[src/logic/contact_input_consts.vh]
// Constants for the contact input value sender: register map, field
// positions, reset values, value types and timebase figures.
// Assumes a 100 MHz system clock and a 32-bit Avalon-MM register bus.
`ifndef CONTACT_INPUT_CONSTS_VH
`define CONTACT_INPUT_CONSTS_VH

// Register byte offsets
`define REG_CTRL 6'h00
`define REG_MIN_CLOSE 6'h04
`define REG_MIN_OPEN 6'h08
`define REG_RECOV_WAIT 6'h0c
`define REG_V0_CFG 6'h10
`define REG_V0_DATA 6'h14
`define REG_V1_CFG 6'h18
`define REG_V1_DATA 6'h1c
`define REG_BLOCK 6'h20
`define REG_STATUS 6'h24

// Control register fields
`define CTRL_SL_EN 0
`define CTRL_MIN_EN 1
`define CTRL_SCAN_EN 2
`define CTRL_CONTACT_OPEN 3
`define CTRL_DEB_LO 4
`define CTRL_DEB_HI 6
`define CTRL_LONG_LO 8
`define CTRL_LONG_HI 12
`define CTRL_RESET 32'h0000_0300

// Value config fields
`define VCFG_TYPE_LO 0
`define VCFG_TYPE_HI 3
`define VCFG_MODE_LO 4
`define VCFG_MODE_HI 5
`define VCFG_SAVE 6

// Reset values
`define MIN_RESET 16'h000a
`define RECOV_RESET 15'h0000

// Value types
`define VT_NONE 4'h0
`define VT_BIT1 4'h1
`define VT_FORCED 4'h2
`define VT_S8 4'h3
`define VT_U8 4'h4
`define VT_SCENE 4'h5
`define VT_S16 4'h6
`define VT_U16 4'h7
`define VT_F16 4'h8
`define VT_TIME 4'h9
`define VT_S32 4'ha
`define VT_U32 4'hb

// One-bit modes and forced-operation choices
`define MODE_OFF 2'h0
`define MODE_ON 2'h1
`define MODE_TOGGLE 2'h2
`define FORCE_CHOICE_OFF 2'h1
`define FORCE_CHOICE_ON 2'h2
`define FORCED_FREE 2'h0
`define FORCED_OFF 2'h2
`define FORCED_ON 2'h3

// Timebase and timing tables
`define CLK_PERIOD_NS 10
`define TIMEBASE_NS 1000000
`define TICK_DEFAULT 17'h1_86a0
`define MS_PER_DECI 24'h00_0064
`define MS_PER_SEC 10'h3e7
`define LONG_TABLE 136'h64_5a50_463c_3228_1e14_0f0c_0a08_0605_0403
`define LONG_ENTRIES 5'h10
`define DEB_TABLE 56'h96_6446_321e_140a
`define DEB_ENTRIES 3'h6

// Object numbering
`define OBJ_FIRST 8'h0a
`define OBJ_STRIDE 8'h0a
`define OBJ_VALUE1 8'h01
`define OBJ_VALUE2 8'h02

`endif

[src/logic/contact_input_value_sender.v]
// Per-input event processor: debounces a contact, classifies short and long
// actuation or applies a minimum signal time, and emits typed telegrams.
// Assumes a 100 MHz sys_clk, a synchronous reset and a bus stack that takes
// telegrams with a valid/ready handshake; contact and manual pins are async.
`timescale 1ns/1ps
`default_nettype none
`include "contact_input_consts.vh"

module contact_input_value_sender #(
  parameter [2:0] INPUT_INDEX = 3'h0,
  parameter [16:0] TICK_CYCLES = `TICK_DEFAULT
) (
  input wire sys_clk,
  input wire srst,
  input wire [5:0] avs_address,
  input wire avs_read,
  input wire avs_write,
  input wire [31:0] avs_writedata,
  output reg [31:0] avs_readdata,
  output reg avs_waitrequest,
  input wire contact_in,
  input wire manual_active,
  input wire manual_state,
  input wire download_evt,
  input wire reset_evt,
  input wire bus_recover_evt,
  output reg tx_valid,
  input wire tx_ready,
  output reg [7:0] tx_object,
  output reg [3:0] tx_type,
  output reg [31:0] tx_data
);

  localparam [1:0] PH_IDLE = 2'h0;
  localparam [1:0] PH_PRESS = 2'h1;
  localparam [1:0] PH_HELD = 2'h2;
  localparam [1:0] PH_MINSIG = 2'h3;
  localparam [7:0] OBJ_BASE = `OBJ_FIRST + `OBJ_STRIDE * {5'h00, INPUT_INDEX};

  // Tenths of a second for a long-press index, clamped to the last entry
  function [7:0] long_tenths;
    input [4:0] idx;
    reg [4:0] i;
    reg [135:0] sh;
    begin
      i = (idx > `LONG_ENTRIES) ? `LONG_ENTRIES : idx;
      sh = `LONG_TABLE >> {i, 3'h0};
      long_tenths = sh[7:0];
    end
  endfunction

  // Debounce milliseconds for an index, clamped to the last entry
  function [7:0] deb_ms;
    input [2:0] idx;
    reg [2:0] i;
    reg [55:0] sh;
    begin
      i = (idx > `DEB_ENTRIES) ? `DEB_ENTRIES : idx;
      sh = `DEB_TABLE >> {i, 3'h0};
      deb_ms = sh[7:0];
    end
  endfunction

  // Builds the payload for one value; shared by both events
  function [31:0] encode;
    input [3:0] vtype;
    input [1:0] mode;
    input save;
    input [31:0] data;
    input last;
    reg [5:0] scene;
    begin
      scene = data[5:0] - 6'h01;
      case (vtype)
        `VT_BIT1: encode = {31'h0000_0000, (mode == `MODE_TOGGLE) ? ~last : (mode == `MODE_ON)};
        `VT_FORCED: begin
          case (data[1:0])
            `FORCE_CHOICE_OFF: encode = {30'h0000_0000, `FORCED_OFF};
            `FORCE_CHOICE_ON: encode = {30'h0000_0000, `FORCED_ON};
            default: encode = {30'h0000_0000, `FORCED_FREE};
          endcase
        end
        `VT_S8, `VT_U8: encode = {24'h00_0000, data[7:0]};
        `VT_SCENE: encode = {24'h00_0000, save, 1'b0, scene};
        `VT_S16, `VT_U16, `VT_F16: encode = {16'h0000, data[15:0]};
        `VT_TIME: encode = {8'h00, data[26:24], data[20:16], 2'h0, data[13:8], 2'h0, data[5:0]};
        `VT_S32, `VT_U32: encode = data;
        default: encode = 32'h0000_0000;
      endcase
    end
  endfunction

  // Configuration and object registers
  reg [31:0] ctrl;
  reg [15:0] min_close;
  reg [15:0] min_open;
  reg [14:0] recov_wait;
  reg [6:0] v0_cfg;
  reg [31:0] v0_data;
  reg [6:0] v1_cfg;
  reg [31:0] v1_data;
  reg blocked;

  // Synchronisers
  reg c_meta;
  reg c_sync;
  reg ma_meta;
  reg ma_sync;
  reg ms_meta;
  reg ms_sync;

  // Timebase
  reg [16:0] tick_cnt;
  reg ms_tick;
  reg [9:0] sec_cnt;
  reg sec_tick;

  // Event processing state
  reg accepted;
  reg [7:0] deb_cnt;
  reg [1:0] phase;
  reg [23:0] timer;
  reg pend_close;
  reg block_prev;
  reg rec_busy;
  reg [14:0] rec_cnt;
  reg req_valid;
  reg req_sel;
  reg req_save;
  reg [1:0] last_bit;

  wire sl_en = ctrl[`CTRL_SL_EN];
  wire min_en = ctrl[`CTRL_MIN_EN];
  wire scan_en = ctrl[`CTRL_SCAN_EN];
  wire contact_open = ctrl[`CTRL_CONTACT_OPEN];

  // Manual operation overrides the pin and its edges are never held off by the block
  wire eff_state = ma_sync ? ms_sync : c_sync;
  wire can_sample = (deb_cnt == 8'h00) && (!blocked || ma_sync);
  wire edge_seen = can_sample && (eff_state != accepted);
  wire rec_fire = rec_busy && (rec_cnt == 15'h0000);
  wire rec_start = bus_recover_evt && scan_en;
  wire scan_fire = scan_en && (download_evt || reset_evt || rec_fire);
  wire fire = edge_seen || scan_fire;
  wire actuated_new = eff_state ^ contact_open;
  wire timing = (phase == PH_PRESS) || (phase == PH_MINSIG);
  wire pend_sel = (phase == PH_MINSIG) ? pend_close : 1'b0;
  wire [3:0] pend_type = pend_sel ? v1_cfg[`VCFG_TYPE_HI:`VCFG_TYPE_LO] : v0_cfg[`VCFG_TYPE_HI:`VCFG_TYPE_LO];
  wire [23:0] long_ms = {16'h0000, long_tenths(ctrl[`CTRL_LONG_HI:`CTRL_LONG_LO])} * `MS_PER_DECI;
  wire [39:0] min_prod = {24'h00_0000, eff_state ? min_close : min_open} * {16'h0000, `MS_PER_DECI};
  wire [23:0] min_ms = min_prod[23:0];

  // Two flip-flops on every asynchronous input before anything reads it
  always @(posedge sys_clk) begin
    if (srst) begin
      c_meta <= 1'b0;
      c_sync <= 1'b0;
      ma_meta <= 1'b0;
      ma_sync <= 1'b0;
      ms_meta <= 1'b0;
      ms_sync <= 1'b0;
    end else begin
      c_meta <= contact_in;
      c_sync <= c_meta;
      ma_meta <= manual_active;
      ma_sync <= ma_meta;
      ms_meta <= manual_state;
      ms_sync <= ms_meta;
    end
  end

  // Millisecond and second ticks shared by every timer
  always @(posedge sys_clk) begin
    if (srst) begin
      tick_cnt <= 17'h0_0000;
      ms_tick <= 1'b0;
      sec_cnt <= 10'h000;
      sec_tick <= 1'b0;
    end else begin
      ms_tick <= (tick_cnt == TICK_CYCLES - 17'h0_0001);
      sec_tick <= ms_tick && (sec_cnt == `MS_PER_SEC) && !rec_start;
      if (tick_cnt == TICK_CYCLES - 17'h0_0001) begin
        tick_cnt <= 17'h0_0000;
      end else begin
        tick_cnt <= tick_cnt + 17'h0_0001;
      end
      // Restart the second count so the recovery wait is whole seconds, not a part
      if (rec_start) begin
        sec_cnt <= 10'h000;
      end else if (ms_tick) begin
        sec_cnt <= (sec_cnt == `MS_PER_SEC) ? 10'h000 : sec_cnt + 10'h001;
      end
    end
  end

  // Wait after bus recovery before the input is rescanned
  always @(posedge sys_clk) begin
    if (srst) begin
      rec_busy <= 1'b0;
      rec_cnt <= 15'h0000;
    end else if (rec_start) begin
      rec_busy <= 1'b1;
      rec_cnt <= recov_wait;
    end else if (rec_fire) begin
      rec_busy <= 1'b0;
    end else if (rec_busy && sec_tick) begin
      rec_cnt <= rec_cnt - 15'h0001;
    end
  end

  // Edge handling, short/long timing and minimum signal time
  always @(posedge sys_clk) begin
    if (srst) begin
      accepted <= 1'b0;
      deb_cnt <= 8'h00;
      phase <= PH_IDLE;
      timer <= 24'h00_0000;
      pend_close <= 1'b0;
      block_prev <= 1'b0;
      req_valid <= 1'b0;
      req_sel <= 1'b0;
      req_save <= 1'b0;
    end else begin
      block_prev <= blocked;
      req_valid <= 1'b0;
      req_save <= 1'b0;
      if (ms_tick && deb_cnt != 8'h00) begin
        deb_cnt <= deb_cnt - 8'h01;
      end
      if (fire) begin
        accepted <= eff_state;
        if (edge_seen) begin
          deb_cnt <= deb_ms(ctrl[`CTRL_DEB_HI:`CTRL_DEB_LO]);
        end
        if (sl_en) begin
          if (actuated_new) begin
            phase <= PH_PRESS;
            timer <= long_ms;
          end else begin
            if (phase == PH_PRESS) begin
              req_valid <= 1'b1;
              req_sel <= 1'b0;
            end
            phase <= PH_IDLE;
          end
        end else if (min_en) begin
          phase <= PH_MINSIG;
          timer <= min_ms;
          pend_close <= eff_state;
        end else begin
          req_valid <= 1'b1;
          req_sel <= eff_state;
          phase <= PH_IDLE;
        end
      end else if (blocked && !block_prev && timing && pend_type == `VT_SCENE) begin
        // A scene action cut short by the block still has to end in a save
        req_valid <= 1'b1;
        req_sel <= pend_sel;
        req_save <= 1'b1;
        phase <= PH_IDLE;
      end else if (timing && !blocked) begin
        if (timer == 24'h00_0000) begin
          req_valid <= 1'b1;
          if (phase == PH_PRESS) begin
            req_sel <= 1'b1;
            phase <= PH_HELD;
          end else begin
            req_sel <= pend_close;
            phase <= PH_IDLE;
          end
        end else if (ms_tick) begin
          timer <= timer - 24'h00_0001;
        end
      end
    end
  end

  // Telegram stage; a newer telegram replaces one not yet taken
  always @(posedge sys_clk) begin
    if (srst) begin
      tx_valid <= 1'b0;
      tx_object <= 8'h00;
      tx_type <= `VT_NONE;
      tx_data <= 32'h0000_0000;
      last_bit <= 2'h0;
    end else if (req_valid) begin
      if (req_sel) begin
        tx_valid <= (v1_cfg[`VCFG_TYPE_HI:`VCFG_TYPE_LO] != `VT_NONE);
        tx_object <= OBJ_BASE + `OBJ_VALUE2;
        tx_type <= v1_cfg[`VCFG_TYPE_HI:`VCFG_TYPE_LO];
        tx_data <= encode(v1_cfg[`VCFG_TYPE_HI:`VCFG_TYPE_LO], v1_cfg[`VCFG_MODE_HI:`VCFG_MODE_LO],
                          v1_cfg[`VCFG_SAVE] | req_save, v1_data, last_bit[1]);
        if (v1_cfg[`VCFG_TYPE_HI:`VCFG_TYPE_LO] == `VT_BIT1) begin
          last_bit[1] <= (v1_cfg[`VCFG_MODE_HI:`VCFG_MODE_LO] == `MODE_TOGGLE) ? ~last_bit[1] :
                         (v1_cfg[`VCFG_MODE_HI:`VCFG_MODE_LO] == `MODE_ON);
        end
      end else begin
        tx_valid <= (v0_cfg[`VCFG_TYPE_HI:`VCFG_TYPE_LO] != `VT_NONE);
        tx_object <= OBJ_BASE + `OBJ_VALUE1;
        tx_type <= v0_cfg[`VCFG_TYPE_HI:`VCFG_TYPE_LO];
        tx_data <= encode(v0_cfg[`VCFG_TYPE_HI:`VCFG_TYPE_LO], v0_cfg[`VCFG_MODE_HI:`VCFG_MODE_LO],
                          v0_cfg[`VCFG_SAVE] | req_save, v0_data, last_bit[0]);
        if (v0_cfg[`VCFG_TYPE_HI:`VCFG_TYPE_LO] == `VT_BIT1) begin
          last_bit[0] <= (v0_cfg[`VCFG_MODE_HI:`VCFG_MODE_LO] == `MODE_TOGGLE) ? ~last_bit[0] :
                         (v0_cfg[`VCFG_MODE_HI:`VCFG_MODE_LO] == `MODE_ON);
        end
      end
    end else if (tx_valid && tx_ready) begin
      tx_valid <= 1'b0;
    end
  end

  // Avalon-MM slave: one wait cycle, then a single-cycle answer
  always @(posedge sys_clk) begin
    if (srst) begin
      avs_waitrequest <= 1'b1;
      avs_readdata <= 32'h0000_0000;
      ctrl <= `CTRL_RESET;
      min_close <= `MIN_RESET;
      min_open <= `MIN_RESET;
      recov_wait <= `RECOV_RESET;
      v0_cfg <= 7'h00;
      v0_data <= 32'h0000_0000;
      v1_cfg <= 7'h00;
      v1_data <= 32'h0000_0000;
      blocked <= 1'b0;
    end else if ((avs_read || avs_write) && avs_waitrequest) begin
      avs_waitrequest <= 1'b0;
      avs_readdata <= 32'h0000_0000;
      if (avs_write) begin
        case (avs_address)
          `REG_CTRL: ctrl <= avs_writedata;
          `REG_MIN_CLOSE: min_close <= avs_writedata[15:0];
          `REG_MIN_OPEN: min_open <= avs_writedata[15:0];
          `REG_RECOV_WAIT: recov_wait <= avs_writedata[14:0];
          `REG_V0_CFG: v0_cfg <= avs_writedata[6:0];
          `REG_V0_DATA: v0_data <= avs_writedata;
          `REG_V1_CFG: v1_cfg <= avs_writedata[6:0];
          `REG_V1_DATA: v1_data <= avs_writedata;
          `REG_BLOCK: blocked <= avs_writedata[0];
          default: blocked <= blocked;
        endcase
      end else begin
        case (avs_address)
          `REG_CTRL: avs_readdata <= ctrl;
          `REG_MIN_CLOSE: avs_readdata <= {16'h0000, min_close};
          `REG_MIN_OPEN: avs_readdata <= {16'h0000, min_open};
          `REG_RECOV_WAIT: avs_readdata <= {17'h0_0000, recov_wait};
          `REG_V0_CFG: avs_readdata <= {25'h000_0000, v0_cfg};
          `REG_V0_DATA: avs_readdata <= v0_data;
          `REG_V1_CFG: avs_readdata <= {25'h000_0000, v1_cfg};
          `REG_V1_DATA: avs_readdata <= v1_data;
          `REG_BLOCK: avs_readdata <= {31'h0000_0000, blocked};
          `REG_STATUS: avs_readdata <= {22'h00_0000, last_bit, tx_valid, rec_busy, phase,
                                        blocked, accepted ^ contact_open, accepted, c_sync};
          default: avs_readdata <= 32'h0000_0000;
        endcase
      end
    end else begin
      avs_waitrequest <= 1'b1;
    end
  end

endmodule
`default_nettype wire

[config.mk]
export PLATFORM = sky130hd
export DESIGN_NAME = contact_input_value_sender
export DESIGN_NICKNAME = d
export VERILOG_FILES = /design/src/logic/contact_input_value_sender.v
export VERILOG_INCLUDE_DIRS = /design/src /design/src/logic
export SDC_FILE = /design/constraint.sdc
export NUM_CORES = 1
export LEC_CHECK = 0
export BUFFER_PORTS_ARGS = -buffer_cell sky130_fd_sc_hd__buf_2
export CELL_PAD_IN_SITES_DETAIL_PLACEMENT = 2
export CELL_PAD_IN_SITES_GLOBAL_PLACEMENT = 2
export CORE_MARGIN = 10
export CORE_UTILIZATION = 25
export CTS_BUF_LIST = sky130_fd_sc_hd__clkbuf_8
export DETAILED_ROUTE_END_ITERATION = 10
export PLACE_DENSITY_LB_ADDON = 0.1
export SLEW_MARGIN = 20
export SYNTH_ARGS = -nofsm -noshare
export SYNTH_HDL_FRONTEND = slang
export SYNTH_SLANG_ARGS = --single-unit
[constraint.sdc]
create_clock -name sys_clk -period 4.3 [get_ports sys_clk]
set_input_delay 0.645 -clock sys_clk [delete_from_list [all_inputs] [get_ports sys_clk]]
set_output_delay 0.645 -clock sys_clk [all_outputs]
set_load 0.03 [all_outputs]
; Word level (Yosys, flattened, before mapping)
; Cells that the tools add are included.
[totals]
regBits = 329
in_bits = 49
output_inout_bits = 78
elab_cells = 239
[classes]
n_addsub = 7
n_mul = 2
magnitude_cmp = 2
eq_ne = 53
shifts = 2
n_mux = 64
bitwise_logic = 8
n_reduce_logical = 63
[ops]
columns = op, n
row1 = $pmux 32 s7, 2
row2 = $pmux 32 s10, 1
row3 = $mux 24, 8
row4 = $shr 135x8->8 const A, 1
row5 = $mux 32, 2
row6 = $shr 56x6->8 const A, 1
row7 = $mux 15, 3
row8 = $eq 4x3->1 const B, 9
row9 = $reduce_and 3->1, 12
row10 = $eq 4x4->1 const B, 8
row11 = $mux 1, 29
row12 = $eq 6x5->1 const B, 4
row13 = $logic_not 24->1, 1
row14 = $mux 8, 3
row15 = $sub 24x1->24 const B, 1
row16 = $mul 16x5->21 const B, 1
row17 = $add 17x1->17 const B, 1
row18 = $eq 17x17->1 const B, 1
row19 = $eq 4x2->1 const B, 4
row20 = $mux 16, 1
row21 = $logic_and 1x1->1, 15
row22 = $logic_not 15->1, 1
row23 = $sub 15x1->15 const B, 1
row24 = $mux 2, 7
row25 = other kinds (39), 84

; Logic depth before layout (Yosys ltp)
[depth]
ltp_word = 7
mapped_depth = 19

; Worst setup path after synthesis
; OpenSTA, ideal clock, no wires.
[synth_path]
path_kind = reg-to-reg
startpoint = register ma_sync
endpoint = register timer[21]
setup_time_ps = 130
t_arrival_ps = 4661
t_required_ps = 4170
setup_slack_ps = -490
stages_incl_launch_ff = 20
n_path_buf = 2
path_cell_list = dfxtp_1 mux2i_1 clkbuf_1 clkbuf_1 mux2i_1 inv_1 ha_1 ha_1 inv_1 fa_1 inv_1 ha_1 a21oi_1 o21ai_0 o21a_1 o21ai_0 nand2b_1 or3_1 a31oi_1 o32ai_1
[synth_between]
elab_chain_cells = 6
[synth_lines]
columns = item, line
row1 = from (decl), contact_input_value_sender.v:108  ; reg ma_sync;
row2 = from (signal assigned), contact_input_value_sender.v:166  ; ma_sync <= ma_meta;
row3 = $mux 1 or $logic_or 1x1->1 (tied branches), "contact_input_value_sender.v:138, contact_input_value_sender.v:139"
row4 = "$mux 16, or another cell as far along", contact_input_value_sender.v:150  ; wire [39:0] min_prod = {24'h00_0000, eff_state ? min_close : min_open} * {16'h0000, `MS_PER_DECI};
row5 = $mul 16x5->21 or $logic_and 1x1->1 (tied branches), "contact_input_value_sender.v:150, contact_input_value_sender.v:140"
row6 = $mux 24 or $logic_or 1x1->1 (tied branches), "contact_input_value_sender.v:246, contact_input_value_sender.v:144"
row7 = "$mux 24, or another cell as far along", contact_input_value_sender.v:235  ; if (sl_en) begin
row8 = $mux 24 or $reduce_and 6->1 (tied branches), -
row9 = to (signal assigned), contact_input_value_sender.v:238  ; timer <= long_ms;
row10 = to (signal assigned), contact_input_value_sender.v:248  ; timer <= min_ms;
row11 = to (signal assigned), contact_input_value_sender.v:272  ; timer <= timer - 24'h00_0001;
row12 = to (decl), contact_input_value_sender.v:122  ; reg [23:0] timer;
; Several ways; a longest one is shown, not always the timed one. The select of a mux whose other input is x is not followed.
; A chain may end at the register's enable or synchronous reset.

; Worst setup path in the final report
[layout_path]
startpoint = register ctrl[9]
endpoint = register timer[12]
[layout_between]
elab_chain_cells = 7
[layout_lines]
columns = item, line
row1 = from (decl), contact_input_value_sender.v:94  ; reg [31:0] ctrl;
row2 = from (signal assigned), contact_input_value_sender.v:318  ; ctrl <= `CTRL_RESET;
row3 = from (signal assigned), contact_input_value_sender.v:332  ; `REG_CTRL: ctrl <= avs_writedata;
row4 = $gt 5x5->1 (no line), -
row5 = $mux 5 *, contact_input_value_sender.v:46  ; i = (idx > `LONG_ENTRIES) ? `LONG_ENTRIES : idx;
row6 = $shr 135x8->8 (no line) *, -
row7 = $mul 8x5->13 (no line) *, -
row8 = $mux 24 *, contact_input_value_sender.v:236  ; if (actuated_new) begin
row9 = $mux 24 *, contact_input_value_sender.v:235
row10 = $mux 24 *, contact_input_value_sender.v:230  ; if (fire) begin
; Mark *: on every way between the ends. The rest lies on a longest branch, timed or not. The select of a mux whose other input is x is not followed.

==> impl_metrics.env <==
export IMPL_vias=16990
export IMPL_cts_buffer_depth=3
export IMPL_io_buffers=122
export IMPL_wirelength_um=76570
export IMPL_slowest_delay_ns=0.38
export IMPL_end_kind="flip-flop"
export IMPL_maxSlewHeadroom_pct=22.67
export IMPL_antenna_found_initial=7
export IMPL_combPwrFrac_pct=9.1
export IMPL_synth_warnings=0
export IMPL_clkPwrFrac_pct=48.6
export IMPL_power_switching_mw=2.127
export IMPL_drt_iter0_drc=1129
export IMPL_worst_path_buf_inv=3
export IMPL_critPathKind="reg2reg"
export IMPL_die_w_um=281.4
export IMPL_gr_total_overflow=0
export IMPL_wl_per_cell_um=23.48
export IMPL_drc_errors=0
export IMPL_cts_tree="done"
export IMPL_hold_viol=0
export IMPL_p_int_mw=5.174
export IMPL_nFillCells=7682
export IMPL_grt_pass1_vias=18020
export IMPL_crit_path_start="ctrl[9]"
export IMPL_powerDensity_nw_per_um2=345.5
export IMPL_leakagePower_nw=8.214
export IMPL_cts_root_buf="clkbuf_8"
export IMPL_insertion_delay_ns=0.69
export IMPL_die_area_um2=79170
export IMPL_min_from="avs_writedata[20]"
export IMPL_avgSynthCellArea_um2=7.853
export IMPL_mostFrequentLayoutCells="nand2_1, dfxtp_1, a21oi_1"
export IMPL_ant_nets=0
export IMPL_cts_hold_buffers=0
export IMPL_ys_types=66
export IMPL_path_cells="nor2b_4 > buf_4 > ha_1 > nor2b_1 > xnor2_1 > nor2_2 > buf_4 > ha_1 > ha_1 > ha_1 > ha_1 > buf_4 > o21ai_1 > nor2_2 > o311a_1 > a21oi_2 > a21oi_1 > o21ai_1 > o211ai_1 > a21oi_1"
export IMPL_fin_skew_ns=0.04019
export IMPL_setup_viol=0
export IMPL_critPathRequiredTime_ns=4.88
export IMPL_viasPerCell=5.209
export IMPL_hold_path_class="in2reg"
export IMPL_rr_startpoint="ctrl[9]"
export IMPL_period_needed_ns=4.169
export IMPL_dr_pass1_iters=6
export IMPL_coreArea_um2=67400
export IMPL_crit_fanout=3
export IMPL_grt_usage_pct=18.85
export IMPL_path_delay_family="adder cells"
export IMPL_rows=95
export IMPL_layout_commonest_cell="nand2_1"
export IMPL_ys_seq_area_share_pct=37.98
export IMPL_post_dp_hpwl_um=55080
export IMPL_synthCells=2175
export IMPL_seqCellArea_um2=6492
export IMPL_p_seq_share_pct=42.2
export IMPL_multi_input_area_um2=10300
export IMPL_reg2reg_setup_slack_ns=0.13
export IMPL_peakVddDrop_mv=0.1899
export IMPL_htree_levels=3
export IMPL_fin_nets=2491
export IMPL_netlist_area_leader_share_pct=37.98
export IMPL_rsz0062_at_grt="true"
export IMPL_max_slew_worst_pin_slew_ns=1.160
export IMPL_initial_core_util_pct=25.34
export IMPL_grt_max_degree=189
export IMPL_status="finished clean"
export IMPL_synth_seq_cells=324
export IMPL_worstPathArrival_ns=4.75
export IMPL_final_core_util_pct=31.35
export IMPL_maxCapViolCount=0
export IMPL_slew_violations=0
export IMPL_p_sw_share_pct=29.13
export IMPL_critPathLaunchType="flip-flop"
export IMPL_grt_first_pass_wirelength_um=115100
export IMPL_synthesis_area_um2=17080
export IMPL_critPathSlowestCell="o311a_1"
export IMPL_finalPower_mw=7.301
export IMPL_cp_common_cell="ha_1"
export IMPL_die_y_um=281.4
export IMPL_post_synth_top_area_cell="dfxtp_1"
export IMPL_fmax_ghz=0.2399
export IMPL_synth_area_top_cells="dfxtp_1, nand2_1, a21oi_1, ha_1, nor2_1"
export IMPL_pin_count=127
export IMPL_dominantRegCellSynth="dfxtp_1"
export IMPL_place_congestion=0.8140
export IMPL_syn_to_final_growth_pct=23.72
export IMPL_synth_async_reset_ratio_pct=0
export IMPL_path_clk_slew_ns=0.06
export IMPL_cts_made_buffers=68
export IMPL_synth_edf_count=0
export IMPL_final_min_period_over_clock_period_pct=96.94
export IMPL_cts_sinks=324
export IMPL_layout_drive_gt1_share_pct=17.91
-- metrics by stage --
| stage | instances | cell area (µm²) | setup slack [ns] | TNS, ns | hold WS, ns |
|---|---|---|---|---|---|
| global route | 3259 | 21130 | -0.03929 | -0.1024 | 0.1904 |
| global placement | 3116 | 18980 | -0.05058 | -0.05058 | 0.4403 |
| floorplan | 2178 | 17100 | -0.06271 | -0.06271 | 0.4138 |
| detailed placement | 3116 | 18990 | -0.3309 | -2.082 | 0.4301 |
| finish | 3261 | 21130 | 0.1314 | 0 | 0.2227 |
| CTS | 3243 | 20570 | -0.01752 | -0.01752 | 0.1727 |
-- worst min-delay path, cell delays in order --
cell	delay, ns
buf_2	0.12
nand2_1	0.05
a21oi_1	0.05
-- synth_stat cells, types with 6 or more instances --
library cell  count
fa_1             13
a222oi_1         46
nor2_1          239
a22o_1           14
nand2b_1         16
xnor2_1          27
clkbuf_1        121
a21o_1            7
nor2b_1          23
nor4_1           16
a221oi_1          8
a22oi_1          32
nand3_1          50
or3_1            10
a311oi_1          8
ha_1             98
nand4_1           9
mux2i_1          38
and2_1            9
xor2_1           36
and3_1           16
nor3_1           42
a31oi_1          17
mux2_2            8
o22ai_1           7
buf_2            16
o21ai_0          80
o211ai_1          6
inv_1            79
a211oi_1         40
a21oi_1         249
nand2_1         395
dfxtp_1         324
-- registers in the layout, indices dropped and copies added, names as in the netlist, 10 cells and up --
name / flops
tx_data: 32
sec_cnt: 10
ctrl: 32
tick_cnt: 17
avs_readdata: 32
rec_cnt: 15
v0_data: 32
min_close: 16
v1_data: 32
recov_wait: 15
timer: 24
min_open: 16
-- metal layers --
layer	global-route usage (%)	vias to the layer above	routed length [µm]
met5	0	-	30
met4	4.484	6	1294
met3	3.844	103	3633
met2	30.50	313	35020
met1	25.33	8631	36590
li1	-	7933	-
-- power groups by stage --
stage	registers, mW	logic, mW	clock network, mW
2_1_floorplan	3.15	0.378	0
3_3_place_gp	3.15	0.640	0
3_5_place_dp	3.15	0.650	0
4_1_cts	3.08	0.657	3.69
5_1_grt	3.09	0.731	3.83
6_report	3.08	0.666	3.55
-- logic make-up (layout without fill, tap and decap cells) --
kind of cell    Yosys count  in the layout  share of synthesized area [%]
simple gates            851            851                          21.53
compound gates          554            554                          20.61
flops                   324            324                          37.98
buf+inv                 225            431                          5.172
fa+ha+maj               111            111                          8.703
xor+xnor                 63             63                          3.231
mux                      46             46                          2.754
other cells               1              8                        0.02196
-- cell type report --
type | instances | area share, %
diodes | 4 | 0.04737
clock buffers | 89 | 5.797
clock inverters | 34 | 1.042
inverters | 80 | 1.421
multi-input cells | 1629 | 48.76
flip-flops and latches | 324 | 30.72
well taps | 873 | 5.169
repair buffers | 228 | 7.040
-- worst paths after layout --
path,endpoint,cells after the start
max,timer[12],20
min,v0_data[20],3
max reg2reg,timer[12],20
min reg2reg,ctrl[22],2
-- what timing repair did --
| item | 4_1_cts | 5_1_grt |
|---|---|---|
| setup buffers | 4 | 14 |
| pin swaps | 15 | 38 |
| gates cloned | 0 | 1 |
| endpoints found under the setup margin | 13 | 13 |
| gates resized for setup | 27 | 80 |
(Power assumes the default switching activity.)
